## src/ics_ctrl_regs.vh

```
// register offsets, field positions and reset values of the interrupt control block
`ifndef ICS_CTRL_REGS_VH
`define ICS_CTRL_REGS_VH

// -----------------------------------------------------------------------------
// byte offsets (word aligned)
// -----------------------------------------------------------------------------
`define ICS_OFF_STATE      4'h0
`define ICS_OFF_EVT_STAT   4'h4
`define ICS_OFF_EVT_MASK   4'h8
`define ICS_OFF_CTRL       4'hC
`define ICS_ADDR_W         4

// -----------------------------------------------------------------------------
// interrupt_control_state fields
// -----------------------------------------------------------------------------
`define ICS_NMI_SET        31
`define ICS_NMI_CLR        30
`define ICS_SVC_SET        28
`define ICS_SVC_CLR        27
`define ICS_TICK_SET       26
`define ICS_TICK_CLR       25
`define ICS_TICK_TGT_NS    24
`define ICS_DEBUG_BIT      23
`define ICS_IRQ_PEND       22
`define ICS_HPN_HI         20
`define ICS_HPN_LO         12
`define ICS_RET_BASE       11
`define ICS_ACT_HI         8
`define ICS_ACT_LO         0

// -----------------------------------------------------------------------------
// exception numbers, event bits, control bits, reset values
// -----------------------------------------------------------------------------
`define ICS_EXC_NONE       9'h000
`define ICS_EXC_NMI        9'h002
`define ICS_EXC_SVC        9'h00E
`define ICS_EXC_TICK       9'h00F
`define ICS_PRI_NONE       9'h100
`define ICS_EV_NMI         0
`define ICS_EV_SVC         1
`define ICS_EV_TICK        2
`define ICS_EV_NMI_AGAIN   3
`define ICS_EV_W           4
`define ICS_CTRL_NS_NMI    0
`define ICS_EV_RST         4'h0
`define ICS_CTRL_RST       1'b0

`endif

```

## src/ics_ctrl.v

```verilog
// interrupt control and state register with wishbone slave and event interrupt
//
// Local design decisions: the placing of the registers and the Wishbone slave port.
`timescale 1ns/100ps
`default_nettype none
`include "ics_ctrl_regs.vh"

module ics_ctrl #(
  parameter PRI_W = 8
) (
  input  wire             mclk,
  input  wire             rst_n,
  // wishbone classic slave
  input  wire             wb_cyc_i,
  input  wire             wb_stb_i,
  input  wire             wb_we_i,
  input  wire [3:0]       wb_adr_i,
  input  wire [3:0]       wb_sel_i,
  input  wire [31:0]      wb_dat_i,
  output reg  [31:0]      wb_dat_o,
  output wire             wb_ack_o,
  input  wire             bus_nonsecure,
  // core state
  input  wire             nmi_in,
  input  wire             in_nmi_handler,
  input  wire             debug_state,
  input  wire             debug_flag,
  input  wire             irq_pend_ext,
  input  wire [8:0]       ext_pend_num,
  input  wire [PRI_W-1:0] ext_pend_pri,
  input  wire             ext_pend_is_fault,
  input  wire [PRI_W-1:0] svc_pri,
  input  wire [PRI_W-1:0] tick_pri,
  input  wire [PRI_W-1:0] base_priority_mask,
  input  wire             fault_mask_a,
  input  wire [8:0]       active_num,
  input  wire             preempted_active,
  input  wire             take_nmi,
  input  wire             take_svc_s,
  input  wire             take_svc_ns,
  input  wire             take_tick_s,
  input  wire             take_tick_ns,
  // exception pending state
  output reg              nmi_pending,
  output reg              svc_pend_s,
  output reg              svc_pend_ns,
  output reg              tick_pend_s,
  output reg              tick_pend_ns,
  output reg  [8:0]       highest_pending_number,
  output wire             irq_out
);

  // ---------------------------------------------------------------------------
  // bus decode
  // ---------------------------------------------------------------------------
  reg                     ack;
  reg  [`ICS_EV_W-1:0]    evt_stat;
  reg  [`ICS_EV_W-1:0]    evt_mask;
  reg                     ns_owns_nmi;
  reg                     nmi_prev;
  reg                     nmi_again;
  reg                     ret_base;
  reg  [8:0]              act_num;
  reg                     irq_pend_flag;

  wire req       = wb_cyc_i & wb_stb_i;
  // effects land on the edge the master sees ack
  wire fire      = req & ack;
  wire wr_fire   = fire & wb_we_i;
  wire sel_state = (wb_adr_i == `ICS_OFF_STATE);
  wire sel_stat  = (wb_adr_i == `ICS_OFF_EVT_STAT);
  wire sel_mask  = (wb_adr_i == `ICS_OFF_EVT_MASK);
  wire sel_ctrl  = (wb_adr_i == `ICS_OFF_CTRL);

  assign wb_ack_o = ack;

  // single wait state; ack drops the cycle after it was given
  always @(posedge mclk or negedge rst_n) begin
    if (!rst_n) begin
      ack <= 1'b0;
    end else begin
      ack <= req & ~ack;
    end
  end

  // ---------------------------------------------------------------------------
  // software set and clear strobes
  // ---------------------------------------------------------------------------
  wire wr_state = wr_fire & sel_state & wb_sel_i[3];
  wire nmi_acc  = ~bus_nonsecure | ns_owns_nmi;
  wire sw_nmi_set  = wr_state & nmi_acc & wb_dat_i[`ICS_NMI_SET];
  wire sw_nmi_clr  = wr_state & nmi_acc & wb_dat_i[`ICS_NMI_CLR];
  wire sw_svc_set  = wr_state & wb_dat_i[`ICS_SVC_SET];
  wire sw_svc_clr  = wr_state & wb_dat_i[`ICS_SVC_CLR];
  wire sw_tick_set = wr_state & wb_dat_i[`ICS_TICK_SET];
  wire sw_tick_clr = wr_state & wb_dat_i[`ICS_TICK_CLR];
  wire nmi_rise    = nmi_in & ~nmi_prev;

  // ---------------------------------------------------------------------------
  // pending state
  // ---------------------------------------------------------------------------
  always @(posedge mclk or negedge rst_n) begin
    if (!rst_n) begin
      nmi_pending  <= 1'b0;
      nmi_prev     <= 1'b0;
      nmi_again    <= 1'b0;
      svc_pend_s   <= 1'b0;
      svc_pend_ns  <= 1'b0;
      tick_pend_s  <= 1'b0;
      tick_pend_ns <= 1'b0;
    end else begin
      nmi_prev <= nmi_in;
      // set wins over clear or exception entry
      if (sw_nmi_set | nmi_rise) begin
        nmi_pending <= 1'b1;
      end else if (sw_nmi_clr | take_nmi) begin
        nmi_pending <= 1'b0;
      end
      if (in_nmi_handler & nmi_rise) begin
        nmi_again <= 1'b1;
      end else if (!in_nmi_handler) begin
        nmi_again <= 1'b0;
      end
      if (sw_svc_set & ~bus_nonsecure) begin
        svc_pend_s <= 1'b1;
      end else if ((sw_svc_clr & ~bus_nonsecure) | take_svc_s) begin
        svc_pend_s <= 1'b0;
      end
      if (sw_svc_set & bus_nonsecure) begin
        svc_pend_ns <= 1'b1;
      end else if ((sw_svc_clr & bus_nonsecure) | take_svc_ns) begin
        svc_pend_ns <= 1'b0;
      end
      // banked tick set, shared tick clear
      if (sw_tick_set & ~bus_nonsecure) begin
        tick_pend_s <= 1'b1;
      end else if (sw_tick_clr | take_tick_s) begin
        tick_pend_s <= 1'b0;
      end
      if (sw_tick_set & bus_nonsecure) begin
        tick_pend_ns <= 1'b1;
      end else if (sw_tick_clr | take_tick_ns) begin
        tick_pend_ns <= 1'b0;
      end
    end
  end

  // ---------------------------------------------------------------------------
  // highest pending enabled exception
  // ---------------------------------------------------------------------------
  // a level of zero in the base mask disables it, as the core does
  // masks passed in, so every caller stays sensitive to them
  function masked;
    input [PRI_W-1:0] pri;
    input [PRI_W-1:0] base;
    input             fmask;
    begin
      masked = fmask | ((base != {PRI_W{1'b0}}) && (pri >= base));
    end
  endfunction

  wire ext_off  = masked(ext_pend_pri, base_priority_mask, fault_mask_a);
  wire svc_off  = masked(svc_pri, base_priority_mask, fault_mask_a);
  wire tick_off = masked(tick_pri, base_priority_mask, fault_mask_a);

  reg [8:0] best_num;
  reg [8:0] best_pri;

  // lower priority value wins; on a tie the external exception wins over svc, and svc over tick
  always @* begin
    best_num = `ICS_EXC_NONE;
    best_pri = `ICS_PRI_NONE;
    if (ext_pend_num != `ICS_EXC_NONE && (ext_pend_is_fault ? !fault_mask_a : !ext_off)) begin
      best_num = ext_pend_num;
      best_pri = {1'b0, ext_pend_pri};
    end
    if ((svc_pend_s | svc_pend_ns) && !svc_off && ({1'b0, svc_pri} < best_pri)) begin
      best_num = `ICS_EXC_SVC;
      best_pri = {1'b0, svc_pri};
    end
    if ((tick_pend_s | tick_pend_ns) && !tick_off &&
        ({1'b0, tick_pri} < best_pri)) begin
      best_num = `ICS_EXC_TICK;
      best_pri = {1'b0, tick_pri};
    end
    // nmi sits above every configurable level
    if (nmi_pending) begin
      best_num = `ICS_EXC_NMI;
      best_pri = `ICS_PRI_NONE;
    end
  end

  always @(posedge mclk or negedge rst_n) begin
    if (!rst_n) begin
      highest_pending_number <= `ICS_EXC_NONE;
      act_num                <= `ICS_EXC_NONE;
      ret_base               <= 1'b1;
      irq_pend_flag          <= 1'b0;
    end else begin
      highest_pending_number <= best_num;
      act_num                <= active_num;
      ret_base               <= ~preempted_active;
      irq_pend_flag          <= irq_pend_ext;
    end
  end

  // ---------------------------------------------------------------------------
  // read view of the state register
  // ---------------------------------------------------------------------------
  reg [31:0] state_view;
  always @* begin
    state_view = 32'h00000000;
    if (nmi_acc) begin
      state_view[`ICS_NMI_SET] = in_nmi_handler ? nmi_again : nmi_pending;
    end
    state_view[`ICS_SVC_SET]  = bus_nonsecure ? svc_pend_ns : svc_pend_s;
    state_view[`ICS_TICK_SET] = bus_nonsecure ? tick_pend_ns : tick_pend_s;
    state_view[`ICS_DEBUG_BIT] = debug_state & debug_flag;
    state_view[`ICS_IRQ_PEND]  = irq_pend_flag;
    state_view[`ICS_HPN_HI:`ICS_HPN_LO] = highest_pending_number;
    state_view[`ICS_RET_BASE]  = ret_base;
    state_view[`ICS_ACT_HI:`ICS_ACT_LO] = act_num;
  end

  // ---------------------------------------------------------------------------
  // event status, mask, control
  // ---------------------------------------------------------------------------
  wire [`ICS_EV_W-1:0] ev_in = {in_nmi_handler & nmi_rise, sw_tick_set, sw_svc_set, sw_nmi_set};
  wire                 wr_lo = wr_fire & wb_sel_i[0];
  wire [`ICS_EV_W-1:0] w1c   = (wr_lo & sel_stat) ? wb_dat_i[`ICS_EV_W-1:0]
                                                  : {`ICS_EV_W{1'b0}};

  always @(posedge mclk or negedge rst_n) begin
    if (!rst_n) begin
      evt_stat    <= `ICS_EV_RST;
      evt_mask    <= `ICS_EV_RST;
      ns_owns_nmi <= `ICS_CTRL_RST;
    end else begin
      // a new event beats a clear in the same cycle
      evt_stat <= (evt_stat & ~w1c) | ev_in;
      if (wr_lo & sel_mask) begin
        evt_mask <= wb_dat_i[`ICS_EV_W-1:0];
      end
      // only secure software may hand nmi to the nonsecure side
      if (wr_lo & sel_ctrl & ~bus_nonsecure) begin
        ns_owns_nmi <= wb_dat_i[`ICS_CTRL_NS_NMI];
      end
    end
  end

  assign irq_out = |(evt_stat & evt_mask);

  // ---------------------------------------------------------------------------
  // read data, captured as ack rises
  // ---------------------------------------------------------------------------
  always @(posedge mclk or negedge rst_n) begin
    if (!rst_n) begin
      wb_dat_o <= 32'h00000000;
    end else if (req & ~ack & ~wb_we_i) begin
      case (wb_adr_i)
        `ICS_OFF_STATE:    wb_dat_o <= state_view;
        `ICS_OFF_EVT_STAT: wb_dat_o <= {28'h0000000, evt_stat};
        `ICS_OFF_EVT_MASK: wb_dat_o <= {28'h0000000, evt_mask};
        `ICS_OFF_CTRL:     wb_dat_o <= {31'h00000000, ns_owns_nmi};
        default:           wb_dat_o <= 32'h00000000;
      endcase
    end
  end

endmodule // ics_ctrl
`default_nettype wire

```

## config.mk

```make
export PLATFORM = sky130hd
export DESIGN_NAME = ics_ctrl
export DESIGN_NICKNAME = d
export VERILOG_FILES = /design/src/ics_ctrl.v
export VERILOG_INCLUDE_DIRS = /design/src
export SDC_FILE = /design/constraint.sdc
export NUM_CORES = 1
export LEC_CHECK = 0
export ABC_AREA = 1
export ABC_CLOCK_PERIOD_IN_PS = 3100
export BUFFER_PORTS_ARGS = -buffer_cell sky130_fd_sc_hd__buf_4
export CAP_MARGIN = 15
export CORE_ASPECT_RATIO = 0.9
export CORE_UTILIZATION = 49
export CTS_BUF_LIST = sky130_fd_sc_hd__clkbuf_4
export CTS_CLUSTER_DIAMETER = 80
export DETAILED_ROUTE_END_ITERATION = 16
export GPL_ROUTABILITY_DRIVEN = 0
export HOLD_SLACK_MARGIN = 0.1
export PLACE_DENSITY_LB_ADDON = 0.25
export SETUP_SLACK_MARGIN = 0.4
export SLEW_MARGIN = 20
export SYNTH_ARGS = -nofsm -noshare
export SYNTH_HDL_FRONTEND = slang
export SYNTH_SLANG_ARGS = --single-unit
```

## constraint.sdc

```tcl
create_clock -name mclk -period 3.1 [get_ports mclk]
set_input_delay 0.31 -clock mclk [delete_from_list [all_inputs] [get_ports mclk]]
set_output_delay 0.31 -clock mclk [all_outputs]
set_load 0.01 [all_outputs]
```

-- Word-level counts from Yosys, hierarchy flattened
Index checks and enable logic that the tools add are counted.
- bitwise operators: 49
- order comparisons: 5
- muxes and demuxes: 25
- equality and inequality tests: 4
- reduce and logical (&&, ||, !) cells: 21
- operators with widths (operator ; count):
    $pmux 32 s4 ; 1
    $mux 9 ; 6
    $and 1x1->1 ; 28
    $ge 8x8->1 ; 3
    $lt 8x9->1 ; 2
    $mux 1 ; 17
    $or 1x1->1 ; 12
    $reduce_bool 2->1 ; 5
    $reduce_bool 9->1 ; 1
    $and 4x4->4 ; 2
    $eq 4x4->1 const B ; 2
    $logic_and 1x1->1 ; 8
    $reduce_bool 8->1 ; 1
    $not 1->1 ; 5
    $eq 4x3->1 const B ; 1
    $logic_not 1->1 ; 4
    $logic_not 4->1 ; 1
    $mux 4 ; 1
    $not 4->4 ; 1
    $or 4x4->4 ; 1
    $reduce_or 4->1 ; 1
    $ne 2x1->1 const B ; 1
- output and inout port bits: 48
- input bits: 109
- logic and storage cells: 120
- register bits: 69

-- Longest topological paths before layout
Gate-level depths: netlist of run 1.
- depth after elaboration: 14
- depth in mapped cells: 32
- depth with buffers taken out: 30

-- Least setup slack after synthesis of run 1
OpenSTA, ideal clock, no wires.
- path kind: input to register
- start point: input port base_priority_mask[5]
- end point: register highest_pending_number[4]
- data arrival time: 3.867 ns
- path buffers: 2
- data required time: 2.983 ns
- setup slack: -0.884 ns
- cell stages on the path: 29
- library setup time: 0.117 ns
- cell sequence: inv_1 > ha_1 > a21oi_1 > nor2_1 > nor2_1 > nand3_1 > a21boi_4 > clkbuf_1 > nand2_1 > ha_1 > a21oi_1 > nor3_1 > a211oi_1 > nand2_1 > nand2_1 > nand2_2 > buf_2 > nand2_1 > o21ai_1 > ha_1 > a21oi_1 > nor2_1 > a211oi_1 > o21ai_0 > a21o_1 > a21oi_2 > nand2_2 > inv_2 > nor2_1
- cells in the longest elaborated chain, start to end: 14
- elaborated cells between the ends (all ways): 27
- classes of those cells: order compare (5); mux (7); bitwise (3); reduce/logical (12)
- ends and longest elaborated chain (element ; RTL line ; text):
    start: declaration ; ics_ctrl.v:34 ; input wire [PRI_W-1:0] base_priority_mask,
    $ge 8x8->1 / $reduce_bool 8->1 (equally long branches) ; ics_ctrl.v:158 ; masked = fmask | ((base != {PRI_W{1'b0}}) && (pri >= base));
    $logic_and 1x1->1 ; ics_ctrl.v:158 ;
    $or 1x1->1 ; ics_ctrl.v:158 ;
    $logic_not 1->1 ; ics_ctrl.v:173 ; if (ext_pend_num != `ICS_EXC_NONE && (ext_pend_is_fault ? !fault_mask_a : !ext_off)) begin
    $mux 1 ; ics_ctrl.v:173 ;
    $logic_and 1x1->1 ; ics_ctrl.v:173 ;
    $mux 9 ; ics_ctrl.v:173 ;
    $lt 8x9->1 ; ics_ctrl.v:177 ; if ((svc_pend_s | svc_pend_ns) && !svc_off && ({1'b0, svc_pri} < best_pri)) begin
    $logic_and 1x1->1 ; ics_ctrl.v:177 ;
    $mux 9 ; ics_ctrl.v:177 ;
    $lt 8x9->1 ; ics_ctrl.v:182 ; ({1'b0, tick_pri} < best_pri)) begin
    $logic_and 1x1->1 ; ics_ctrl.v:181 ; if ((tick_pend_s | tick_pend_ns) && !tick_off &&
    $mux 9 * ; ics_ctrl.v:181 ;
    $mux 9 * ; ics_ctrl.v:187 ; if (nmi_pending) begin
    via best_num[4] ; ics_ctrl.v:166 ; reg [8:0] best_num;
    end signal: assignment ; ics_ctrl.v:195 ; highest_pending_number <= `ICS_EXC_NONE;
    end signal: assignment ; ics_ctrl.v:200 ; highest_pending_number <= best_num;
    end: declaration ; ics_ctrl.v:49 ; output reg [8:0] highest_pending_number,
The timed path passes the listed nets; every way through them passes the cells marked *.
A chain may end at the register's enable or synchronous reset.

-- Worst setup path after layout of run 1
- start point: input port base_priority_mask[7]
- end point: register highest_pending_number[8]
Same word-level chain as after synthesis.

==> results of run 1 <==
==> power groups by stage <==
stage | sequential, mW | clock, mW | combinational (mW)
final | 0.839 | 0.470 | 0.483
after floorplan | 0.859 | 0 | 0.181
after global placement | 0.853 | 0 | 0.384
after detailed placement | 0.854 | 0 | 0.400
after global routing | 0.842 | 0.523 | 0.526
after CTS | 0.839 | 0.484 | 0.451
==> sequential cells by signal, indices dropped and copies added, names as in the netlist, 4 cells and up <==
register	flops
wb_dat_o	24
act_num	9
evt_stat	4
evt_mask	4
highest_pending_number	9
==> worst paths after layout <==
path / start / end / slack, ns / cells after the start
max reg2reg: svc_pend_s / highest_pending_number[8] / 0.49 / 18
max in group asynchronous: rst_n / svc_pend_s / 2.07 / 2
min reg2reg: wb_ack_o / wb_ack_o / 0.48 / 1
min in group asynchronous: rst_n / act_num[6] / 0.54 / 2
max: base_priority_mask[7] / highest_pending_number[8] / -0.51 / 29
min: bus_nonsecure / svc_pend_s / 0.16 / 2
==> per-stage QoR <==
stage	setup TNS, ns	utilization, %	setup WS, ns	hold WS, ns	instances
after floorplan	-4.828	-	-0.5592	0.01441	417
after global placement	-7.229	72.21	-0.8242	0.4112	649
after detailed placement	-8.965	72.21	-1.032	0.4169	649
after CTS	-4.224	79.85	-0.4901	0.1418	693
after global routing	-6.081	81.37	-0.6989	0.1359	696
final	-4.408	81.37	-0.5114	0.1620	696
==> cell usage after synthesis, drive strengths merged <==
master and n:
dfrtp 60, a22o 17, mux2i 2, a21boi 1, dfstp 1, a21oi 23, o21ai 28, conb 1
buf 10, ha 38, a32o 1, o2111ai 2, inv 44, clkbuf 4, nor4 1, a211oi 2
nor3 8, a21o 3, nand3b 4, nand4 15, nand2 98, nor2 31, nand3 15, a211o 1
==> worst max-delay path: cells and delay by family <==
kind                     cells  cell delay, ns
AND/OR/NAND/NOR             11            1.03
AO/OA/AOI/OAI                9            1.35
adder cells (fa/ha/maj)      3            0.58
buffers and inverters        6            0.62
==> layout make-up <==
class	instances	share of cell area, %
clock buffer	9	1.228
multi-input combinational	299	37.59
timing repair buffer	186	26.75
sequential	61	27.77
tap	90	2.047
inverter	44	3.730
clock inverter	7	0.8870
==> routing by layer <==
metal  global-route usage, %  wire length [um]  part of all wire [%]  vias up
met5                       0                 0                     0        -
met4                   10.79               320                   2.9        0
met3                   5.586               719                   6.6       34
met2                   50.15              5430                    50      189
met1                   36.73              4482                    41     1776
li1                        -                 -                     -     1773
==> cells by family (layout without fill, tap and decap cells) <==
logic type	after synthesis	count (layout)	synth area share (%)
AOI/OAI and AO/OA	78	78	14.19
muxes	2	2	0.5676
and+or+nand+nor	172	173	21.25
DFF	61	61	43.31
buffers and inverters	58	246	7.095
other	1	8	0.1063
adders and majority gates	38	38	13.48
==> timing repair <==
| item | CTS | global route |
|---|---|---|
| endpoints found under the hold margin | 72 | 0 |
| buffers inserted | 14 | 3 |
| cloned | 1 | 0 |
| pin swaps | 25 | 32 |
| endpoints found under the setup margin | 9 | 9 |
| gates resized for setup | 28 | 23 |
| hold buffers | 13 | 0 |
==> run_results.csv, run 1 <==
group,metric,value,unit
finish,drive_gt1_share,41.91,%
clock_tree,cts-root-buf,"clkbuf_4",
grt,grt_max_degree,62,
timing,max_freq,276.9,MHz
timing,finalHoldViolCount,0,
routing,wire_per_inst,15.74,um
synthesis,yosysTopAreaCell,"dfrtp_1",
clock_tree,htreeDepth,3,
clock_tree,worstSkewPairLatency,0.38,ns
finish,final_cell_mix,"166 x buf_4, 81 x nand2_1, 60 x dfrtp_1",
routing,antenna_left,0,
timing,worst_pin_slew,0.7968,ns
synthesis,synth_cell_type_count,31,
critical_path,start_kind,"input pin",
routing,finalWirelength,10950,um
power,leakage,2.851,nW
status,violations,"setup timing",
timing,fin_ws,-0.5114,ns
synthesis,syn_inst,410,
finish,finalNetCount,748,
clock_tree,cts_buffers,9,
critical_path,required,3.38,ns
finish,seq_area,1528,um2
floorplan,num_io_pins,157,
finish,nFillCells,401,
finish,multi_input_area,2068,um2
routing,drt_iter0_drc,167,
power,p_sw,0.5527,mW
worst_hold_path,holdCritPathClass,"input pin to flop",
place,dpl-instance-area,4882,um2
clock_tree,clock_sinks,61,
timing,drv_slew,0,
clock_tree,path_clk_slew,0.10,ns
critical_path,worst_path_max_delay_cell,"ha_4",
critical_path,cpMostUsedCell,"a21o_1",
synthesis,avgSynthCellArea,8.603,um2
power,peakVddDrop,0.2615,mV
clock_tree,cts_tree,"built",
floorplan,start_util,52.17,%
timing,setup_viol,9,
power,total_power,1.792,mW
synthesis,synth_top_area_share,42.57,%
grt,grt_pass1_wl,16700,um
power,powerDensity,325.7,nW/um2
critical_path,crit_fanout,8,
critical_path,critPathKind,"input pin to flop",
power,power.internal,1.239,mW
power,p_comb_share,27.0,%
place,hpwl,7758,um
status,status,"complete, but fails checks",
timing,period_needed,3.611,ns
synthesis,synth.area.top_cells,"dfrtp_1 43%, ha_1 13%, nand2_1 10%",
finish,final_common_cell,"buf_4",
floorplan,die_h,82.49,um
clock_tree,clockBufferDepth,2,
timing,finalCritPeriodShare,116.5,%
power,p_seq_share,46.8,%
place,io_buffers,124,
finish,diodes,0,
floorplan,die_width,91.43,um
grt,grtUsageTotal,29.04,%
routing,num_vias,3772,
finish,post-route-cell-area,5502,um2
timing,finClkSkew,0.01086,ns
synthesis,syn_area,3527,um2
job,maxCapViolCount,0,
power,switching_share,30.85,%
routing,viasPerCell,5.420,
synthesis,ys_seq_elements,61,
critical_path,end_kind,"flop",
routing,drc,0,
finish,area_growth,55.98,%
grt,grt_pass1_vias,3551,
routing,first_pass_iters,4,
floorplan,rows,28,
timing,slew-limit-headroom,46.83,%
critical_path,arrival,3.89,ns
synthesis,synth_warnings,0,
floorplan,coreArea,6761,um2
critical_path,max_stage_delay,0.22,ns
timing,rsz0062_at_grt,"yes",
floorplan,dieArea,7542,um2
power,p_clk_share,26.2,%
grt,antenna_found_initial,0,
grt,overflow,0,
synthesis,synth.yosys.seq_area_share,43.31,%
No activity file was read; power rests on OpenSTA's default activity.
==> run 2: changes to the inputs <==
==> constraint.sdc (replaced) <==
create_clock -name mclk -period 3.1 [get_ports mclk]
set_input_delay 0.155 -clock mclk [delete_from_list [all_inputs] [get_ports mclk]]
set_output_delay 0.155 -clock mclk [all_outputs]
set_load 0.01 [all_outputs]
==> run_results.csv, run 2 (synthesis results as in run 1) <==
group,metric,value,unit
status,status,"complete, but fails checks",
status,violations,"setup timing",
finish,regMostFlops,"wb_dat_o",
timing,drv_slew,0,
finish,finalNetCount,778,
clock_tree,cts_tree,"built",
finish,final_cell_mix,"163 x buf_4, 80 x nand2_1, 60 x dfrtp_1",
clock_tree,path_clk_slew,0.12,ns
clock_tree,worstSkewPairLatency,0.41,ns
routing,finalWirelength,12380,um
critical_path,end_kind,"flop",
clock_tree,htreeDepth,3,
critical_path,cpMostUsedCell,"nand2_2",
finish,post-route-cell-area,5776,um2
routing,first_pass_iters,8,
critical_path,start_kind,"input pin",
finish,diodes,0,
timing,finalHoldViolCount,0,
critical_path,crit_fanout,6,
timing,worst_pin_slew,0.7430,ns
grt,antenna_found_initial,0,
critical_path,arrival,4.00,ns
finish,largest_registers,"wb_dat_o (24), act_num (9), highest_pending_number (9)",
timing,hold_ws,0.1570,ns
job,maxCapViolCount,0,
routing,antenna_left,0,
timing,fin_ws,-0.6063,ns
place,dpl-instance-area,4875,um2
finish,final_common_cell,"buf_4",
place,hpwl,7750,um
routing,drc,0,
clock_tree,clock_sinks,61,
floorplan,start_util,52.17,%
timing,finClkSkew,0.01515,ns
critical_path,worst_path_max_delay_cell,"ha_1",
finish,nFillCells,382,
clock_tree,cts_buffers,9,
worst_hold_path,holdCritPathClass,"input pin to flop",
critical_path,critPathKind,"input pin to flop",
timing,setup_viol,9,
floorplan,num_io_pins,157,
place,place_ws,-0.8715,ns
place,io_buffers,124,
finish,multi_input_area,2056,um2
power,peakVddDrop,0.2716,mV
routing,num_vias,3999,
critical_path,required,3.40,ns
routing,wire_per_inst,17.05,um
finish,area_growth,63.75,%
grt,grt_pass1_vias,3821,
power,leakage,2.975,nW
grt,grt_max_degree,62,
finish,drive_gt1_share,39.15,%
grt,overflow,0,
finish,seq_area,1528,um2
routing,viasPerCell,5.508,
timing,period_needed,3.706,ns
clock_tree,cts-root-buf,"clkbuf_4",
timing,finalCritPeriodShare,119.6,%
clock_tree,clockBufferDepth,2,
power,total_power,1.852,mW
timing,max_freq,269.8,MHz
timing,slew-limit-headroom,50.47,%
floorplan,coreArea,6761,um2
floorplan,dieArea,7542,um2
power,powerDensity,320.6,nW/um2
critical_path,max_stage_delay,0.31,ns
timing,rsz0062_at_grt,"yes",
grt,grtUsageTotal,31.54,%
floorplan,die_width,91.43,um
finish,largest_reg_flops,24,
floorplan,rows,28,
grt,grt_pass1_wl,18050,um
floorplan,die_h,82.49,um
routing,drt_iter0_drc,217,
-- run 2: cell types whose count changed in the layout (fill, tap and decap cells not counted), sizes merged --
cell	delta
a21boi	+1
buf	-3
dlygate4sd3	+32
-- run 2: through the flow --
stage	cells	setup TNS, ns	utilization, %
global route	726	-6.190	85.42
detailed placement	648	-7.516	72.09
global placement	648	-5.837	72.09
finish	726	-5.348	85.42
CTS	721	-2.518	82.31
floorplan	417	-3.433	-
-- run 2: worst paths after layout --
path                            cells past startpoint       startpoint  slack (ns)                         to
worst max register to register                     17       svc_pend_s        0.27  highest_pending_number[5]
worst min register to register                      1       act_num[8]        0.48                wb_dat_o[8]
worst max-delay path                               28  ext_pend_pri[4]       -0.61  highest_pending_number[5]
worst min-delay path                                6      wb_adr_i[3]        0.16                wb_dat_o[1]
min in group asynchronous                           2            rst_n        0.36                 act_num[6]
max in group asynchronous                           2            rst_n        2.25               wb_dat_o[16]
-- run 2: metal layers --
metal	vias up	wire (um)	GRT usage, %
met5	-	0	0
li1	1834	-	-
met3	46	899	5.952
met1	1892	4785	38.68
met2	227	6236	56.32
met4	0	456	11.43
-- run 2: power by group --
| group | internal [mW] | switching (mW) | leakage, nW |
|---|---|---|---|
| Sequential | 0.823 | 0.0158 | 0.806 |
| Clock | 0.169 | 0.318 | 0.0685 |
| Combinational | 0.272 | 0.255 | 2.10 |
-- run 2: cell type report --
cell class                 instances  share of cell area [%]
clock buffer                       9                   1.170
clock inverter                     7                  0.8449
inverter                          44                   3.510
multi-input combinational        300                   35.59
sequential                        61                   26.45
tap                               90                   1.950
timing repair buffer             215                   30.48
-- run 2: what timing repair did --
action,4_1_cts,5_1_grt
pin swaps,5,29
hold buffers,45,0
endpoints found under the setup margin,9,10
gates resized for setup,8,41
setup buffers,10,5
hold endpoints to repair,97,0
gates cloned,2,0
-- run 2: critical path, delay by kind of cell --
family                     cells  cell delay [ns]
buffers and inverters          4             0.41
adders and majority gates      3             0.90
AOI/OAI and AO/OA              8             1.36
and+or+nand+nor               13             1.15
==> run 3: changes to the inputs <==
--- a/config.mk
+++ b/config.mk
@@ -8,7 +8,7 @@
 export LEC_CHECK = 0
 export ABC_AREA = 1
 export ABC_CLOCK_PERIOD_IN_PS = 3100
-export BUFFER_PORTS_ARGS = -buffer_cell sky130_fd_sc_hd__buf_4
+export BUFFER_PORTS_ARGS = -buffer_cell sky130_fd_sc_hd__buf_2
 export CAP_MARGIN = 15
 export CORE_ASPECT_RATIO = 0.9
 export CORE_UTILIZATION = 49
@@ -17,6 +17,7 @@
 export DETAILED_ROUTE_END_ITERATION = 16
 export GPL_ROUTABILITY_DRIVEN = 0
 export HOLD_SLACK_MARGIN = 0.1
+export MAX_ROUTING_LAYER = met4
 export PLACE_DENSITY_LB_ADDON = 0.25
 export SETUP_SLACK_MARGIN = 0.4
 export SLEW_MARGIN = 20
==> run_results.csv, run 3 (synthesis results as in run 1) <==
group,metric,value,unit
finish,drive_gt1_share,39.52,%
finish,nFillCells,443,
critical_path,start_kind,"input pin",
finish,final_cell_mix,"115 x buf_2, 81 x nand2_1, 60 x dfrtp_1",
clock_tree,htreeDepth,3,
routing,finalWirelength,10620,um
routing,first_pass_iters,4,
critical_path,crit_start,"base_priority_mask[3]",
routing,antenna_left,0,
place,hpwl,7564,um
timing,drv_slew,0,
finish,multi_input_area,2118,um2
grt,grtUsageTotal,29.35,%
routing,highest-signal-layer,"met4",
status,status,"complete, but fails checks",
finish,final_common_cell,"buf_2",
power,leakage,2.890,nW
timing,setup_viol,9,
timing,rsz0062_at_grt,"yes",
finish,seq_area,1528,um2
routing,num_vias,3758,
job,maxCapViolCount,0,
clock_tree,cts_buffers,9,
critical_path,end_kind,"flop",
critical_path,reg2reg_to,"svc_pend_s",
timing,slew-limit-headroom,47.21,%
routing,wl_met2,5168,um
critical_path,cp_top_family,"compound AO/OA/AOI/OAI gates",
finish,regMostFlops,"wb_dat_o",
grt,grt_pass1_wl,16450,um
finish,finalNetCount,772,
timing,period_needed,3.414,ns
critical_path,arrival,3.74,ns
clock_tree,path_clk_slew,0.11,ns
timing,worst_pin_slew,0.7918,ns
floorplan,dieArea,7542,um2
critical_path,required,3.42,ns
grt,grt_pass1_vias,3624,
routing,wire_per_inst,14.75,um
clock_tree,clockBufferDepth,2,
floorplan,coreArea,6761,um2
critical_path,r2r_setup_slack,0.51,ns
timing,finClkSkew,0.01383,ns
critical_path,max_stage_delay,0.33,ns
critical_path,worst-path-stages,28,
timing,finalHoldViolCount,0,
critical_path,critPathBufInv,5,
finish,area_growth,56.54,%
clock_tree,cts-root-buf,"clkbuf_4",
grt,overflow,0,
routing,wl_met3,699,um
critical_path,r2r_start,"wb_ack_o",
routing,drt_iter0_drc,191,
clock_tree,worstSkewPairLatency,0.41,ns
timing,max_freq,292.9,MHz
critical_path,crit_fanout,6,
power,peakVddDrop,0.2582,mV
timing,setup_tns,-2.556,ns
floorplan,die_width,91.43,um
critical_path,crit_end,"highest_pending_number[8]",
floorplan,start_util,52.17,%
worst_hold_path,holdCritPathClass,"input pin to flop",
critical_path,worst_path_max_delay_cell,"ha_1",
clock_tree,clock_sinks,61,
clock_tree,cts_tree,"built",
timing,finalCritPeriodShare,110.1,%
place,io_buffers,124,
status,violations,"setup timing",
timing,fin_ws,-0.3138,ns
grt,antenna_found_initial,0,
floorplan,rows,28,
routing,viasPerCell,5.219,
grt,grt_max_degree,39,
floorplan,die_h,82.49,um
floorplan,num_io_pins,157,
finish,largest_reg_flops,24,
power,powerDensity,323.4,nW/um2
timing,hold_ws,0.1353,ns
routing,met1_length,4468,um
finish,diodes,0,
critical_path,critPathKind,"input pin to flop",
routing,drc,0,
finish,largest_registers,"wb_dat_o (24), act_num (9), highest_pending_number (9)",
critical_path,r2r_cells,9,
==> run 3: worst min-delay path by stage <==
stage | from | to | slack [ns] | cells past startpoint
floorplan | rst_n | act_num[0] | -0.14 | 0
global placement | active_num[7] | act_num[7] | 0.26 | 1
detailed placement | active_num[7] | act_num[7] | 0.26 | 1
CTS | ext_pend_num[0] | highest_pending_number[0] | 0.12 | 4
global route | ext_pend_num[0] | highest_pending_number[0] | 0.11 | 4
finish | ext_pend_num[0] | highest_pending_number[0] | 0.14 | 4
==> run 3: final cells by class <==
type	count	share of cell area (%)
Multi-Input combinational cell	300	38.36
Sequential cell	61	27.67
Timing Repair Buffer	209	26.13
Inverter	44	3.671
Tap cell	90	2.039
Clock buffer	9	1.224
Clock inverter	7	0.9064
==> run 3: worst register-to-register path, cell delays in order, from the launching register on <==
cell	delay, ns
dfrtp_1	0.40
nand2_1	0.07
nor2_1	0.15
inv_1	0.11
nor3_2	0.33
nand3_1	0.12
nand3b_1	0.11
dlygate4sd3_1	0.57
o21ai_1	0.07
dlygate4sd3_1	0.55
==> run 3: metrics by stage <==
step	setup WS, ns	power (mW)	std cells	utilization, %	cell area (um2)
after CTS	-0.2108	1.756	718	78.57	5313
final	-0.3138	1.785	720	81.66	5522
after detailed placement	-0.8659	1.216	652	67.95	4594
after global routing	-0.4472	1.881	720	81.66	5522
after global placement	-0.6564	1.200	652	67.95	4594
after floorplan	-0.4042	1.040	417	-	3706
==> run 3: layer usage <==
metal	track usage (%)	up-vias
li1	-	1825
met1	35.18	1757
met2	47.82	148
met3	6.960	28
met4	13.33	0
met5	-	-
==> run 3: report_power, final <==
| part | switching (mW) | leakage (nW) | internal, mW |
|---|---|---|---|
| Clock | 0.311 | 0.0700 | 0.167 |
| Combinational | 0.238 | 2.01 | 0.232 |
| Sequential | 0.0147 | 0.806 | 0.823 |
==> run 3: timing repair <==
item,CTS,global route
hold buffers,45,0
gates cloned,2,0
endpoints found under the setup margin,9,11
setup buffers,3,2
pin swaps,5,17
resized for setup,25,45
hold endpoints to repair,73,0
